$ cat config.mk
export PLATFORM = sky130hd
export DESIGN_NAME = pss_sequencer
export DESIGN_NICKNAME = d
export VERILOG_FILES = /design/src/core/pss_pkg.sv /design/src/core/pss_sequencer.sv
export SDC_FILE = /design/constraint.sdc
export NUM_CORES = 1
export LEC_CHECK = 0
export ABC_AREA = 1
export BUFFER_PORTS_ARGS = -buffer_cell sky130_fd_sc_hd__buf_4
export CAP_MARGIN = 30
export CORE_MARGIN = 2
export CORE_UTILIZATION = 57
export DETAILED_ROUTE_END_ITERATION = 8
export GPL_TIMING_DRIVEN = 0
export PLACE_DENSITY_LB_ADDON = 0.25
export SLEW_MARGIN = 10
export SYNTH_ARGS = -nofsm -noshare
export SYNTH_HDL_FRONTEND = slang
export SYNTH_SLANG_ARGS = --single-unit
$ cat constraint.sdc
create_clock -name clock -period 4.15 [get_ports clock]
set_input_delay 0.83 -clock clock [delete_from_list [all_inputs] [get_ports clock]]
set_output_delay 0.83 -clock clock [all_outputs]
set_load 0.05 [all_outputs]
$ cat src/core/pss_pkg.sv
// Purpose: constants, types and register layout of the power state sequencer
// Assumes: 50 MHz clock, APB register access, analog flags arrive asynchronously
// Notes: one aligned 32-bit word per register
//
// Contract
// - battery unless low and rf is higher
// - lost source switches to other one at once
// - autoswitch disable forces the battery input
// - deep power-down keeps selecting, exits on four events
// - armed wake overrides first port pad, pull-up
// - indicators and regulators follow the power state
// - external reset in low power requests power-on
// - deep-sleep exits on six event kinds
// - timer oscillator steps core, analog, then on
// - always-on reset, then oscillator launches sequencer
// - system reset follows core regulator, oscillator, supply
// - boot waits for flash ready
// - rf only power runs the same sequence
// - timer oscillator cannot be stopped by software
// - each regulator has its own enable
// - rtc power-on request is a wake event
// - supply status register shows whole supply setup; the rf_above_bat comparator flag is not among its bits
// - brown-out interrupt below threshold on always-on supply
// - brown-out interrupt uses hysteresis band
// - autoswitch disable at bit 13, resets 0
// - deep power-down wake restarts full reset cycle

package pss_pkg;

  localparam int unsigned CLK_HZ = 50_000_000;
  localparam int unsigned SEQ_TIME_US = 92;
  localparam int unsigned SEQ_CYC = SEQ_TIME_US * (CLK_HZ / 1_000_000);
  localparam int unsigned SEQ_STEPS = 3;
  localparam int unsigned CNT_W = 13;

  localparam logic [11:0] ADDR_POWER_CONTROL = 12'h000;
  localparam logic [11:0] ADDR_SUPPLY_STATUS = 12'h018;

  localparam int unsigned PC_DEEP_POWERDOWN_ENABLE = 1;
  localparam int unsigned PC_SLEEP_FLAG = 8;
  localparam int unsigned PC_DPD_FLAG = 11;
  localparam int unsigned PC_AUTOSWITCH_DIS = 13;
  localparam int unsigned PC_BAT_OFF = 14;
  localparam int unsigned PC_BOD_EN = 15;
  localparam int unsigned PC_WAKE_EN = 16;
  localparam int unsigned PC_RF_WAKE_EN = 17;
  localparam int unsigned PC_TOSC_OFF = 18;
  localparam logic [31:0] PC_WMASK = 32'h0007_E002;
  localparam logic [31:0] PC_RESET = 32'h0000_0000;

  localparam int unsigned ST_SRC_RF = 0;
  localparam int unsigned ST_BAT_PRES = 1;
  localparam int unsigned ST_RF_PRES = 2;
  localparam int unsigned ST_BAT_HIGH = 3;
  localparam int unsigned ST_BAT_SW = 4;
  localparam int unsigned ST_RF_SW = 5;
  localparam int unsigned ST_BOD = 6;
  localparam int unsigned ST_STATE_LSB = 8;
  localparam int unsigned ST_CAUSE_LSB = 12;
  localparam logic [3:0] CAUSE_RESET = 4'h1;
  localparam logic [3:0] CAUSE_RTC = 4'h2;
  localparam logic [3:0] CAUSE_WAKE = 4'h4;
  localparam logic [3:0] CAUSE_RF = 4'h8;

  typedef enum logic [1:0] {unpowered_state, active_state, deep_sleep_state, deep_pd_state} pss_pwr_e;
  typedef enum logic [1:0] {seq_off, seq_core, seq_analog, seq_on} pss_seq_e;

  typedef struct packed {
    logic bat_present;
    logic bat_above_thr;
    logic rf_present;
    logic rf_above_bat;
    logic aon_below_bod;
    logic aon_above_hyst;
    logic external_reset_n;
    logic external_wake_pin;
    logic rf_field;
    logic rtc_req;
    logic wdt_event;
    logic start_irq;
    logic timer_oscillator;
    logic core_supply_good;
    logic flash_ready;
  } pss_ana_s;

  typedef struct packed {
    logic core_regulator_en;
    logic analog_regulator_en;
    logic deep_pd_indicator;
    logic deep_sleep_indicator;
    logic battery_power_switch;
    logic rf_power_switch;
    logic system_oscillator_en;
    logic timer_oscillator_en;
    logic pad_wake_sel;
    logic pad_pullup;
    logic sys_por_n;
    logic boot_en;
    logic brownout_irq;
  } pss_pwr_s;

  localparam int unsigned N_ANA = $bits(pss_ana_s);

endpackage

$ cat src/core/pss_sequencer.sv
// Purpose: always-on power state sequencer with apb registers
// Assumes: analog comparator flags are asynchronous and pass two flip-flops
// Notes: timer oscillator is sampled, its rising edges pace all state changes
//
// Implementation choices: the placing of the registers and the APB interface to the registers.
`timescale 1ns/100ps

module pss_sequencer #(
  parameter int unsigned SEQ_CYC_P = pss_pkg::SEQ_CYC
) (
  input wire logic clock,
  input wire logic rst_n,
  input wire logic psel,
  input wire logic penable,
  input wire logic pwrite,
  input wire logic [11:0] paddr,
  input wire logic [31:0] pwdata,
  output logic [31:0] prdata,
  output logic pready,
  output logic pslverr,
  input wire logic cpu_sleep_req,
  input wire pss_pkg::pss_ana_s ana_in,
  output pss_pkg::pss_pwr_s pwr
);
  import pss_pkg::*;

  localparam int unsigned STEP_CYC = SEQ_CYC_P / SEQ_STEPS;
  localparam logic [CNT_W-1:0] STEP_CNT = CNT_W'(STEP_CYC);
  // reset and wake pins idle high, so neither the reset level nor the wake edge logic sees a false event
  localparam pss_ana_s SYNC_IDLE = '{external_reset_n: 1'b1, external_wake_pin: 1'b1, default: 1'b0};

  ////////////////////////////////////////////////////////////////////////
  // input synchronisers

  logic [N_ANA-1:0] sync1;
  logic [N_ANA-1:0] sync2;
  logic [N_ANA-1:0] ana_raw;
  pss_ana_s a;

  assign ana_raw = ana_in;
  assign a = sync2;

  genvar gi;
  generate
    for (gi = 0; gi < N_ANA; gi++) begin : g_sync
      always_ff @(posedge clock or negedge rst_n) begin
        if (!rst_n) begin
          sync1[gi] <= SYNC_IDLE[gi];
          sync2[gi] <= SYNC_IDLE[gi];
        end else begin
          sync1[gi] <= ana_raw[gi];
          sync2[gi] <= sync1[gi];
        end
      end
    end
  endgenerate

  ////////////////////////////////////////////////////////////////////////
  // edge detection on synchronised levels

  logic tosc_q;
  logic wake_q;
  logic tick;
  logic wake_fall;

  always_ff @(posedge clock or negedge rst_n) begin
    if (!rst_n) begin
      tosc_q <= 1'b0;
      wake_q <= 1'b1;
    end else begin
      tosc_q <= a.timer_oscillator;
      wake_q <= a.external_wake_pin;
    end
  end

  assign tick = a.timer_oscillator & ~tosc_q;
  assign wake_fall = wake_q & ~a.external_wake_pin;

  ////////////////////////////////////////////////////////////////////////
  // registers and apb slave

  logic [31:0] power_control_reg;
  logic [31:0] status;
  logic acc;
  logic wr_power_control_reg;
  logic mapped;
  logic [3:0] cause;
  logic set_sleep_flag;
  logic set_dpd_flag;
  logic [31:0] next_power_control_reg;

  assign acc = psel & penable & pready;
  assign wr_power_control_reg = acc & pwrite & (paddr == ADDR_POWER_CONTROL);
  assign mapped = (paddr == ADDR_POWER_CONTROL) | (paddr == ADDR_SUPPLY_STATUS);

  // flags are write-one-to-clear, a set in the same cycle wins
  always_comb begin
    next_power_control_reg = power_control_reg;
    if (wr_power_control_reg) begin
      next_power_control_reg = (power_control_reg & ~PC_WMASK) | (pwdata & PC_WMASK);
      if (pwdata[PC_SLEEP_FLAG]) begin
        next_power_control_reg[PC_SLEEP_FLAG] = 1'b0;
      end
      if (pwdata[PC_DPD_FLAG]) begin
        next_power_control_reg[PC_DPD_FLAG] = 1'b0;
      end
    end
    if (set_sleep_flag) begin
      next_power_control_reg[PC_SLEEP_FLAG] = 1'b1;
    end
    if (set_dpd_flag) begin
      next_power_control_reg[PC_DPD_FLAG] = 1'b1;
    end
  end

  always_ff @(posedge clock or negedge rst_n) begin
    if (!rst_n) begin
      power_control_reg <= PC_RESET;
    end else begin
      power_control_reg <= next_power_control_reg;
    end
  end

  // zero wait state: answer is prepared in the setup cycle
  always_ff @(posedge clock or negedge rst_n) begin
    if (!rst_n) begin
      prdata <= 32'h0000_0000;
      pready <= 1'b0;
      pslverr <= 1'b0;
    end else if (psel & ~penable) begin
      pready <= 1'b1;
      pslverr <= ~mapped;
      if (pwrite | ~mapped) begin
        prdata <= 32'h0000_0000;
      end else if (paddr == ADDR_POWER_CONTROL) begin
        prdata <= power_control_reg;
      end else begin
        prdata <= status;
      end
    end else begin
      pready <= 1'b0;
      pslverr <= 1'b0;
    end
  end

  ////////////////////////////////////////////////////////////////////////
  // source selection, runs in every power state

  logic bat_avail;
  logic next_sel_rf;
  logic sel_rf;
  logic supply_ok;

  assign bat_avail = a.bat_present & ~power_control_reg[PC_BAT_OFF];
  assign supply_ok = bat_avail | a.rf_present | power_control_reg[PC_AUTOSWITCH_DIS];

  always_comb begin
    if (power_control_reg[PC_AUTOSWITCH_DIS]) begin
      next_sel_rf = 1'b0;
    end else if (!bat_avail) begin
      next_sel_rf = a.rf_present;
    end else begin
      next_sel_rf = a.rf_present & ~a.bat_above_thr & a.rf_above_bat;
    end
  end

  always_ff @(posedge clock or negedge rst_n) begin
    if (!rst_n) begin
      sel_rf <= 1'b0;
    end else begin
      sel_rf <= next_sel_rf;
    end
  end

  ////////////////////////////////////////////////////////////////////////
  // power state and wake events

  pss_pwr_e state;
  pss_seq_e seq;
  logic sleep_pend;
  logic wake_pend;
  logic [3:0] wake_cause;
  logic dpd_exit;
  logic ds_evt;
  logic [3:0] dpd_evt;

  // external reset also forces a power-on request in either low power state
  assign dpd_evt[0] = ~a.external_reset_n;
  assign dpd_evt[1] = a.rtc_req;
  assign dpd_evt[2] = wake_fall & power_control_reg[PC_WAKE_EN];
  assign dpd_evt[3] = a.rf_field & power_control_reg[PC_RF_WAKE_EN];
  assign ds_evt = (|dpd_evt) | a.wdt_event | a.start_irq | (wake_fall & power_control_reg[PC_WAKE_EN]);

  // cpu request is a one-cycle pulse, held until the next oscillator edge
  // a pulse on an oscillator edge wins, else it would be lost
  always_ff @(posedge clock or negedge rst_n) begin
    if (!rst_n) begin
      sleep_pend <= 1'b0;
    end else if (cpu_sleep_req & (state == active_state)) begin
      sleep_pend <= 1'b1;
    end else if (tick) begin
      sleep_pend <= 1'b0;
    end
  end

  // wake events are short, caught here and applied on the oscillator edge
  always_ff @(posedge clock or negedge rst_n) begin
    if (!rst_n) begin
      wake_pend <= 1'b0;
      wake_cause <= 4'h0;
    end else if (state == deep_pd_state) begin
      if (|dpd_evt) begin
        wake_pend <= 1'b1;
        wake_cause <= wake_cause | dpd_evt;
      end else if (tick) begin
        wake_pend <= 1'b0;
      end
    end else if (state == deep_sleep_state) begin
      if (ds_evt) begin
        wake_pend <= 1'b1;
      end else if (tick) begin
        wake_pend <= 1'b0;
      end
    end else begin
      wake_pend <= 1'b0;
      wake_cause <= 4'h0;
    end
  end

  assign dpd_exit = tick & wake_pend & (state == deep_pd_state);
  assign set_sleep_flag = tick & sleep_pend & ~power_control_reg[PC_DEEP_POWERDOWN_ENABLE];
  assign set_dpd_flag = tick & sleep_pend & power_control_reg[PC_DEEP_POWERDOWN_ENABLE];

  always_ff @(posedge clock or negedge rst_n) begin
    if (!rst_n) begin
      state <= unpowered_state;
    end else if (tick) begin
      case (state)
        unpowered_state: begin
          if (seq == seq_on) begin
            state <= active_state;
          end
        end
        active_state: begin
          if (!supply_ok) begin
            state <= unpowered_state;
          end else if (sleep_pend) begin
            state <= power_control_reg[PC_DEEP_POWERDOWN_ENABLE] ? deep_pd_state : deep_sleep_state;
          end
        end
        deep_sleep_state: begin
          if (wake_pend) begin
            state <= active_state;
          end
        end
        deep_pd_state: begin
          if (wake_pend) begin
            state <= unpowered_state;
          end
        end
        default: begin
          state <= unpowered_state;
        end
      endcase
    end
  end

  // cause stays readable after the restart until the next deep power-down wake
  always_ff @(posedge clock or negedge rst_n) begin
    if (!rst_n) begin
      cause <= 4'h0;
    end else if (dpd_exit) begin
      cause <= wake_cause;
    end
  end

  ////////////////////////////////////////////////////////////////////////
  // power-up sequencer paced by the timer oscillator

  logic [CNT_W-1:0] step_cnt;
  logic step_done;

  assign step_done = (step_cnt >= STEP_CNT);

  always_ff @(posedge clock or negedge rst_n) begin
    if (!rst_n) begin
      step_cnt <= '0;
    end else if (tick & ((seq == seq_off) | step_done)) begin
      step_cnt <= '0; // spacing counts from the step itself
    end else if (!step_done) begin
      step_cnt <= step_cnt + CNT_W'(1);
    end
  end

  always_ff @(posedge clock or negedge rst_n) begin
    if (!rst_n) begin
      seq <= seq_off;
    end else if (tick) begin
      case (seq)
        seq_off: begin
          if (supply_ok & (state == unpowered_state)) begin
            seq <= seq_core;
          end
        end
        seq_core: begin
          if (!supply_ok) begin
            seq <= seq_off;
          end else if (step_done) begin
            seq <= seq_analog;
          end
        end
        seq_analog: begin
          if (!supply_ok) begin
            seq <= seq_off;
          end else if (step_done) begin
            seq <= seq_on;
          end
        end
        seq_on: begin
          // deep power-down drops the regulators, wake reruns the whole ramp
          if (!supply_ok | (state == deep_pd_state)) begin
            seq <= seq_off;
          end else if (sleep_pend & power_control_reg[PC_DEEP_POWERDOWN_ENABLE] & (state == active_state)) begin
            seq <= seq_off;
          end
        end
        default: begin
          seq <= seq_off;
        end
      endcase
    end
  end

  ////////////////////////////////////////////////////////////////////////
  // outputs

  logic next_core_en;
  logic next_analog_en;
  logic next_osc_en;
  logic next_por_n;
  logic bod_irq;

  assign next_core_en = (seq != seq_off) & (state != deep_pd_state);
  assign next_analog_en = ((seq == seq_analog) | (seq == seq_on)) &
                          ((state == active_state) | (state == unpowered_state));
  assign next_osc_en = next_core_en;
  assign next_por_n = (seq == seq_on) & next_core_en & next_osc_en & a.core_supply_good;

  // hysteresis: set below threshold, cleared above threshold plus band or when the enable is cleared
  always_ff @(posedge clock or negedge rst_n) begin
    if (!rst_n) begin
      bod_irq <= 1'b0;
    end else if (power_control_reg[PC_BOD_EN] & a.aon_below_bod) begin
      bod_irq <= 1'b1;
    end else if (!power_control_reg[PC_BOD_EN] | a.aon_above_hyst) begin
      bod_irq <= 1'b0;
    end
  end

  always_ff @(posedge clock or negedge rst_n) begin
    if (!rst_n) begin
      pwr <= '0;
    end else begin
      pwr.core_regulator_en <= next_core_en;
      pwr.analog_regulator_en <= next_analog_en;
      pwr.deep_pd_indicator <= (state == deep_pd_state);
      pwr.deep_sleep_indicator <= (state == deep_sleep_state);
      pwr.battery_power_switch <= ~sel_rf & (bat_avail | power_control_reg[PC_AUTOSWITCH_DIS]);
      pwr.rf_power_switch <= sel_rf;
      pwr.system_oscillator_en <= next_osc_en;
      pwr.timer_oscillator_en <= 1'b1;
      pwr.pad_wake_sel <= power_control_reg[PC_WAKE_EN] & power_control_reg[PC_DEEP_POWERDOWN_ENABLE];
      pwr.pad_pullup <= power_control_reg[PC_WAKE_EN] & power_control_reg[PC_DEEP_POWERDOWN_ENABLE];
      pwr.sys_por_n <= next_por_n;
      pwr.boot_en <= next_por_n & a.flash_ready;
      pwr.brownout_irq <= bod_irq;
    end
  end

  always_comb begin
    status = 32'h0000_0000;
    status[ST_SRC_RF] = sel_rf;
    status[ST_BAT_PRES] = a.bat_present;
    status[ST_RF_PRES] = a.rf_present;
    status[ST_BAT_HIGH] = a.bat_above_thr;
    status[ST_BAT_SW] = pwr.battery_power_switch;
    status[ST_RF_SW] = pwr.rf_power_switch;
    status[ST_BOD] = bod_irq;
    status[ST_STATE_LSB +: 2] = state;
    status[ST_STATE_LSB + 2 +: 2] = seq;
    status[ST_CAUSE_LSB +: 4] = cause;
  end
endmodule

==> qor.txt, run 1 <==
outcome: completed
Largest register FFs: 19
Worst Setup End Kind: output pin
syn_area_per_cell: 8.87 sq um
VDD IR-drop max: 283 uV
GRT overflow: 0
Reg power frac: 53.9%
Initial Util: 59.4%
crit path to: prdata[28]
max_cap viols: 0
postcts setup bufs: 0
unrepaired setup endpoints after global routing: no
number of synthesized flops with an enable pin: 0
cell internal pwr: 1.45 mW
Critical Path Start Type: register
CTS Buf Count: 9
FF-to-FF Start: step_cnt[0]
Synth Flop Type: dfrtp_1
Period Utilization, post-route: 52.0%
Syn Inst Count: 491
Leak: 2.96 nW
PwrDens: 380 nW/um^2
H-tree Lvls: 3
HP Class: register to register
fmax: 464 MHz
fraction of registers with async set/reset: 100%
Critical Path AT: 1.33 ns
vias in the first global route: 3195
Routed Antenna Nets: 0
Worst Tran Pin Value: 0.688 ns
Root Buffer: clkbuf_8
flop-to-flop setup slack: 2.60 ns
worst skew pair latency: 0.37 ns
Syn Nets: 558
vias: 3389
CP required: 3.32 ns
Finish-stage setup viols: 0
Largest Register: prdata
PortBufs: 88
Layout Skew: 0.0131 ns
final hold viol count: 0
cell area after synthesis: 4350 sq um
clk sinks: 102
min cycle time layout: 2.16 ns
Longest Clk Path Bufs: 2
Area Growth Syn to Fin: 23.3%
setup TNS: 0 ns
layout cells sized above 1: 24.2%
# IOs: 112
GP Congestion: 0.827
PostCTS Resize Cnt: 0
initial antenna violation count: 0
Core Util, Final: 73.2%
DP HPWL: 6350 um
CTS tree: yes
count of different cell masters after synthesis: 33
largest net degree at the start of global routing: 56
Seq cells post-synth: 102
Cell Rows: 31
first-pass GRT wire length: 14800 um
critical path class: register to output pin
combinational share of power: 15.0%
Clk pwr share: 31.1%
Net Sw Frac: 28.9%
core region area: 7330 sq um
fin. max-slew vios: 0
Total GRT Usage: 22.2%
clk slew on worst S/H paths: 0.10 ns
die area: 8350 sq um
Crit Path Max Fanout: 15
# diodes: 0
Psw: 589 uW
Die Span Y: 91.4 um
first-pass iteration count of the detailed router: 4
Iteration-0 DRC Markers: 151
post-cts hold buffer count: 0
DRC errors left: 0
Yosys warning count: 0
RR Endpoint: step_cnt[0]
DR WL/cell: 12.4 um
Horiz. Die Dim: 91.4 um
Final Routed Wirelength: 8630 um
R2R cell count: 9
crit path launch: prdata[30]
post-synthesis sequential area ratio: 58.8%
vias per cell: 4.88
fill cell count: 545
# nets final: 658
Slew HR: 54.2%
## power by group through the flow
stage / clock [mW] / combinational (mW) / sequential [mW]
6_report: 0.635 / 0.305 / 1.10
2_1_floorplan: 0 / 0.171 / 1.13
4_1_cts: 0.650 / 0.307 / 1.10
3_3_place_gp: 0 / 0.292 / 1.11
3_5_place_dp: 0 / 0.306 / 1.12
5_1_grt: 0.691 / 0.339 / 1.11
## synthesized netlist by cell type, types with 2 or more instances
cell type  number  share of area (%)
dfrtp_1        97                 56
xor2_1          4               0.80
nand4_1         9                1.3
o21ai_0         8               0.92
buf_4          18                3.1
clkbuf_1        4               0.34
a21oi_1        11                1.3
nand2_1       153                 13
and3_1          2               0.29
inv_1          60                5.2
nor3_2          2               0.46
nor3_1          2               0.23
buf_2           4               0.46
ha_1            2               0.57
o21a_1          2               0.34
o211ai_1       11                1.9
dfstp_2         5                3.0
nor2_1         56                4.8
mux2_2          3               0.78
nand3_1        25                2.9
## worst min path at each step
stage | from | endpoint | slack [ns] | cells after the start
floorplan | sync1[0] | a[0] | 0.33 | 0
global placement | sync1[0] | a[0] | 0.33 | 0
detailed placement | sync1[5] | a[5] | 0.34 | 0
CTS | sync1[6] | a[6] | 0.36 | 0
global route | sync1[12] | a[12] | 0.36 | 0
finish | sync1[6] | a[6] | 0.35 | 0
## worst max-delay path: stages (launching register included)
cell and delay (ns):
dfrtp_1 0.60, buf_4 0.18, buf_4 0.18
## cell type report
type	instances	area [sq um]	share of cell area, %
clock inverter	6	77.6	1.45
buffer	27	181	3.38
tap	99	124	2.31
sequential	102	2560	47.7
multi-input combinational	301	1390	25.8
timing repair buffer	89	688	12.8
clock buffer	9	124	2.31
inverter	61	229	4.27
## cells in the final DEF, fill, tap and decap left out, types with 2 or more instances in the layout
| cell | count |
|---|---|
| nand2_1 | 153 |
| buf_4 | 106 |
| dfrtp_1 | 97 |
| inv_1 | 60 |
| nor2_1 | 56 |
| nand3_1 | 25 |
| a21oi_1 | 11 |
| o211ai_1 | 11 |
| nand4_1 | 9 |
| clkbuf_8 | 9 |
| o21ai_0 | 8 |
| dfstp_2 | 5 |
| buf_2 | 4 |
| clkbuf_1 | 4 |
| xor2_1 | 4 |
| mux2_2 | 3 |
| and3_1 | 2 |
| nor3_1 | 2 |
| nor3_2 | 2 |
| o21a_1 | 2 |
| ha_1 | 2 |
| inv_8 | 2 |
## routing by layer
layer | wire length, um | track usage (%)
met1 | 3900 | 29.9
met2 | 4080 | 36.5
met3 | 537 | 4.90
met4 | 112 | 6.44
met5 | 0 | 0
## logic make-up after synthesis
family	after synthesis	share of synthesized area [%]
AND/OR/NAND/NOR	255	24.5
flip-flops	102	58.8
buffers and inverters	88	9.43
AO/OA/AOI/OAI	36	5.09
XOR/XNOR	4	0.805
multiplexers	3	0.776
adder cells (fa/ha/maj)	2	0.575
other	1	0.0861
## per-stage QoR
step / instance area [sq um] / total power, mW / worst slack, ns / instances / hold WS [ns]
CTS: 5370 / 2.06 / 1.96 / 694 / 0.356
finish: 5370 / 2.04 / 1.99 / 694 / 0.349
detailed placement: 5170 / 1.42 / 1.99 / 679 / 0.337
floorplan: 4350 / 1.30 / 2.20 / 491 / 0.331
global placement: 5140 / 1.41 / 2.01 / 678 / 0.332
global route: 5370 / 2.14 / 1.91 / 694 / 0.360
(Power assumes the default switching activity.)
==> inputs of run 2 (changes only) <==
- CORE_UTILIZATION: 57 -> 48
- clock period: 4.15 -> 1.98 ns (I/O delays scaled with it)
==> qor.txt, run 2 (synthesis results as in run 1) <==
CTS tree: yes
PwrDens: 782 nW/um^2
Horiz. Die Dim: 99.2 um
clk sinks: 102
HP Class: primary input to asynchronous set/reset pin
fmax: 580 MHz
Area Growth Syn to Fin: 23.3%
DRC errors left: 0
Root Buffer: clkbuf_8
largest net degree at the start of global routing: 57
Post-Place Cells: 688
Finish-stage setup viols: 0
first-pass GRT wire length: 15100 um
setup TNS: 0 ns
CTS Buf Count: 9
Slew HR: 60.1%
H-tree Lvls: 3
VDD IR-drop max: 388 uV
Critical Path Start Type: register
max_cap viols: 0
Largest register FFs: 19
DP HPWL: 6430 um
GRT overflow: 0
fin area: 5370 sq um
core region area: 8760 sq um
fin. max-slew vios: 0
Worst Setup End Kind: output pin
final total power: 4.20 mW
Routed Antenna Nets: 0
DR WL/cell: 12.3 um
worst skew pair latency: 0.36 ns
clk slew on worst S/H paths: 0.10 ns
Longest Clk Path Bufs: 2
Largest Register: prdata
Worst Tran Pin Value: 0.599 ns
Period Utilization, post-route: 87.1%
initial antenna violation count: 0
die area: 9850 sq um
# nets final: 658
Initial Util: 49.7%
Cell Rows: 34
Critical Path AT: 1.33 ns
Total GRT Usage: 19.3%
Core Util, Final: 61.3%
dpl cell area: 5180 sq um
R2R cell count: 7
vias: 3314
vias in the first global route: 3266
unrepaired setup endpoints after global routing: no
# diodes: 0
post-cts hold buffer count: 0
min cycle time layout: 1.72 ns
final non-filler cell total: 704
CP peak stage delay: 0.60 ns
critical path class: register to output pin
Iteration-0 DRC Markers: 132
Worst path slowest cell: dfrtp_1
Die Span Y: 99.2 um
Hold WS: 0.0376 ns
Layout Skew: 0.0153 ns
vias per cell: 4.71
CP required: 1.58 ns
Final WS setup: 0.256 ns
final hold viol count: 0
postcts setup bufs: 0
most frequent cells in the layout: nand2_1 (153), buf_4 (106), dfrtp_1 (97), inv_1 (60), nor2_1 (56)
Largest delay share family, worst path: flip-flops
layout cells sized above 1: 24.3%
pre-CTS WS: 0.293 ns
Crit Path Max Fanout: 15
cells along the critical path: buf_4, buf_4
total stage count of the critical path: 2
Leak: 2.95 nW
commonest non-fill, non-tap cell in the layout: nand2_1
PortBufs: 88
GP Congestion: 0.899
outcome: completed
PostCTS Resize Cnt: 0
CP most frequent cell: buf_4
first-pass iteration count of the detailed router: 4
Final Routed Wirelength: 8670 um
CP bufs+invs: 2
# IOs: 112
## run 2: power by group
| part | internal (mW) | switching, mW | total, mW |
|---|---|---|---|
| clock network | 0.488 | 0.773 | 1.26 |
| registers | 2.19 | 0.111 | 2.31 |
| logic | 0.239 | 0.393 | 0.632 |
| total | 2.92 | 1.28 | 4.20 |
## run 2: worst paths after layout
kind	slack, ns	startpoint	endpoint
max in group asynchronous	1.21	rst_n	a[8]
setup reg to reg	0.41	step_cnt[0]	step_cnt[4]
setup / recovery	0.26	prdata[30]	prdata[28]
hold reg to reg	0.34	sync1[10]	a[10]
min in group clock	0.13	ana_in[14]	sync1[14]
hold / removal	0.04	rst_n	pwr[0]
## run 2: routing by layer
metal	GRT usage, %	routed length [um]	share of wire [%]
met1	24.6	3780	44
met2	33.0	4370	50
met3	4.71	426	4.9
met4	5.69	94	1.1
met5	0	0	0
## run 2: layout make-up
class	instances	area, sq um
plain buffers	27	181
multi-input cells	301	1390
repair buffers	89	688
fillers	767	3400
inverters	61	229
clock buffers	9	124
clock inverters	7	66.3
well taps	108	135
flip-flops and latches	102	2560
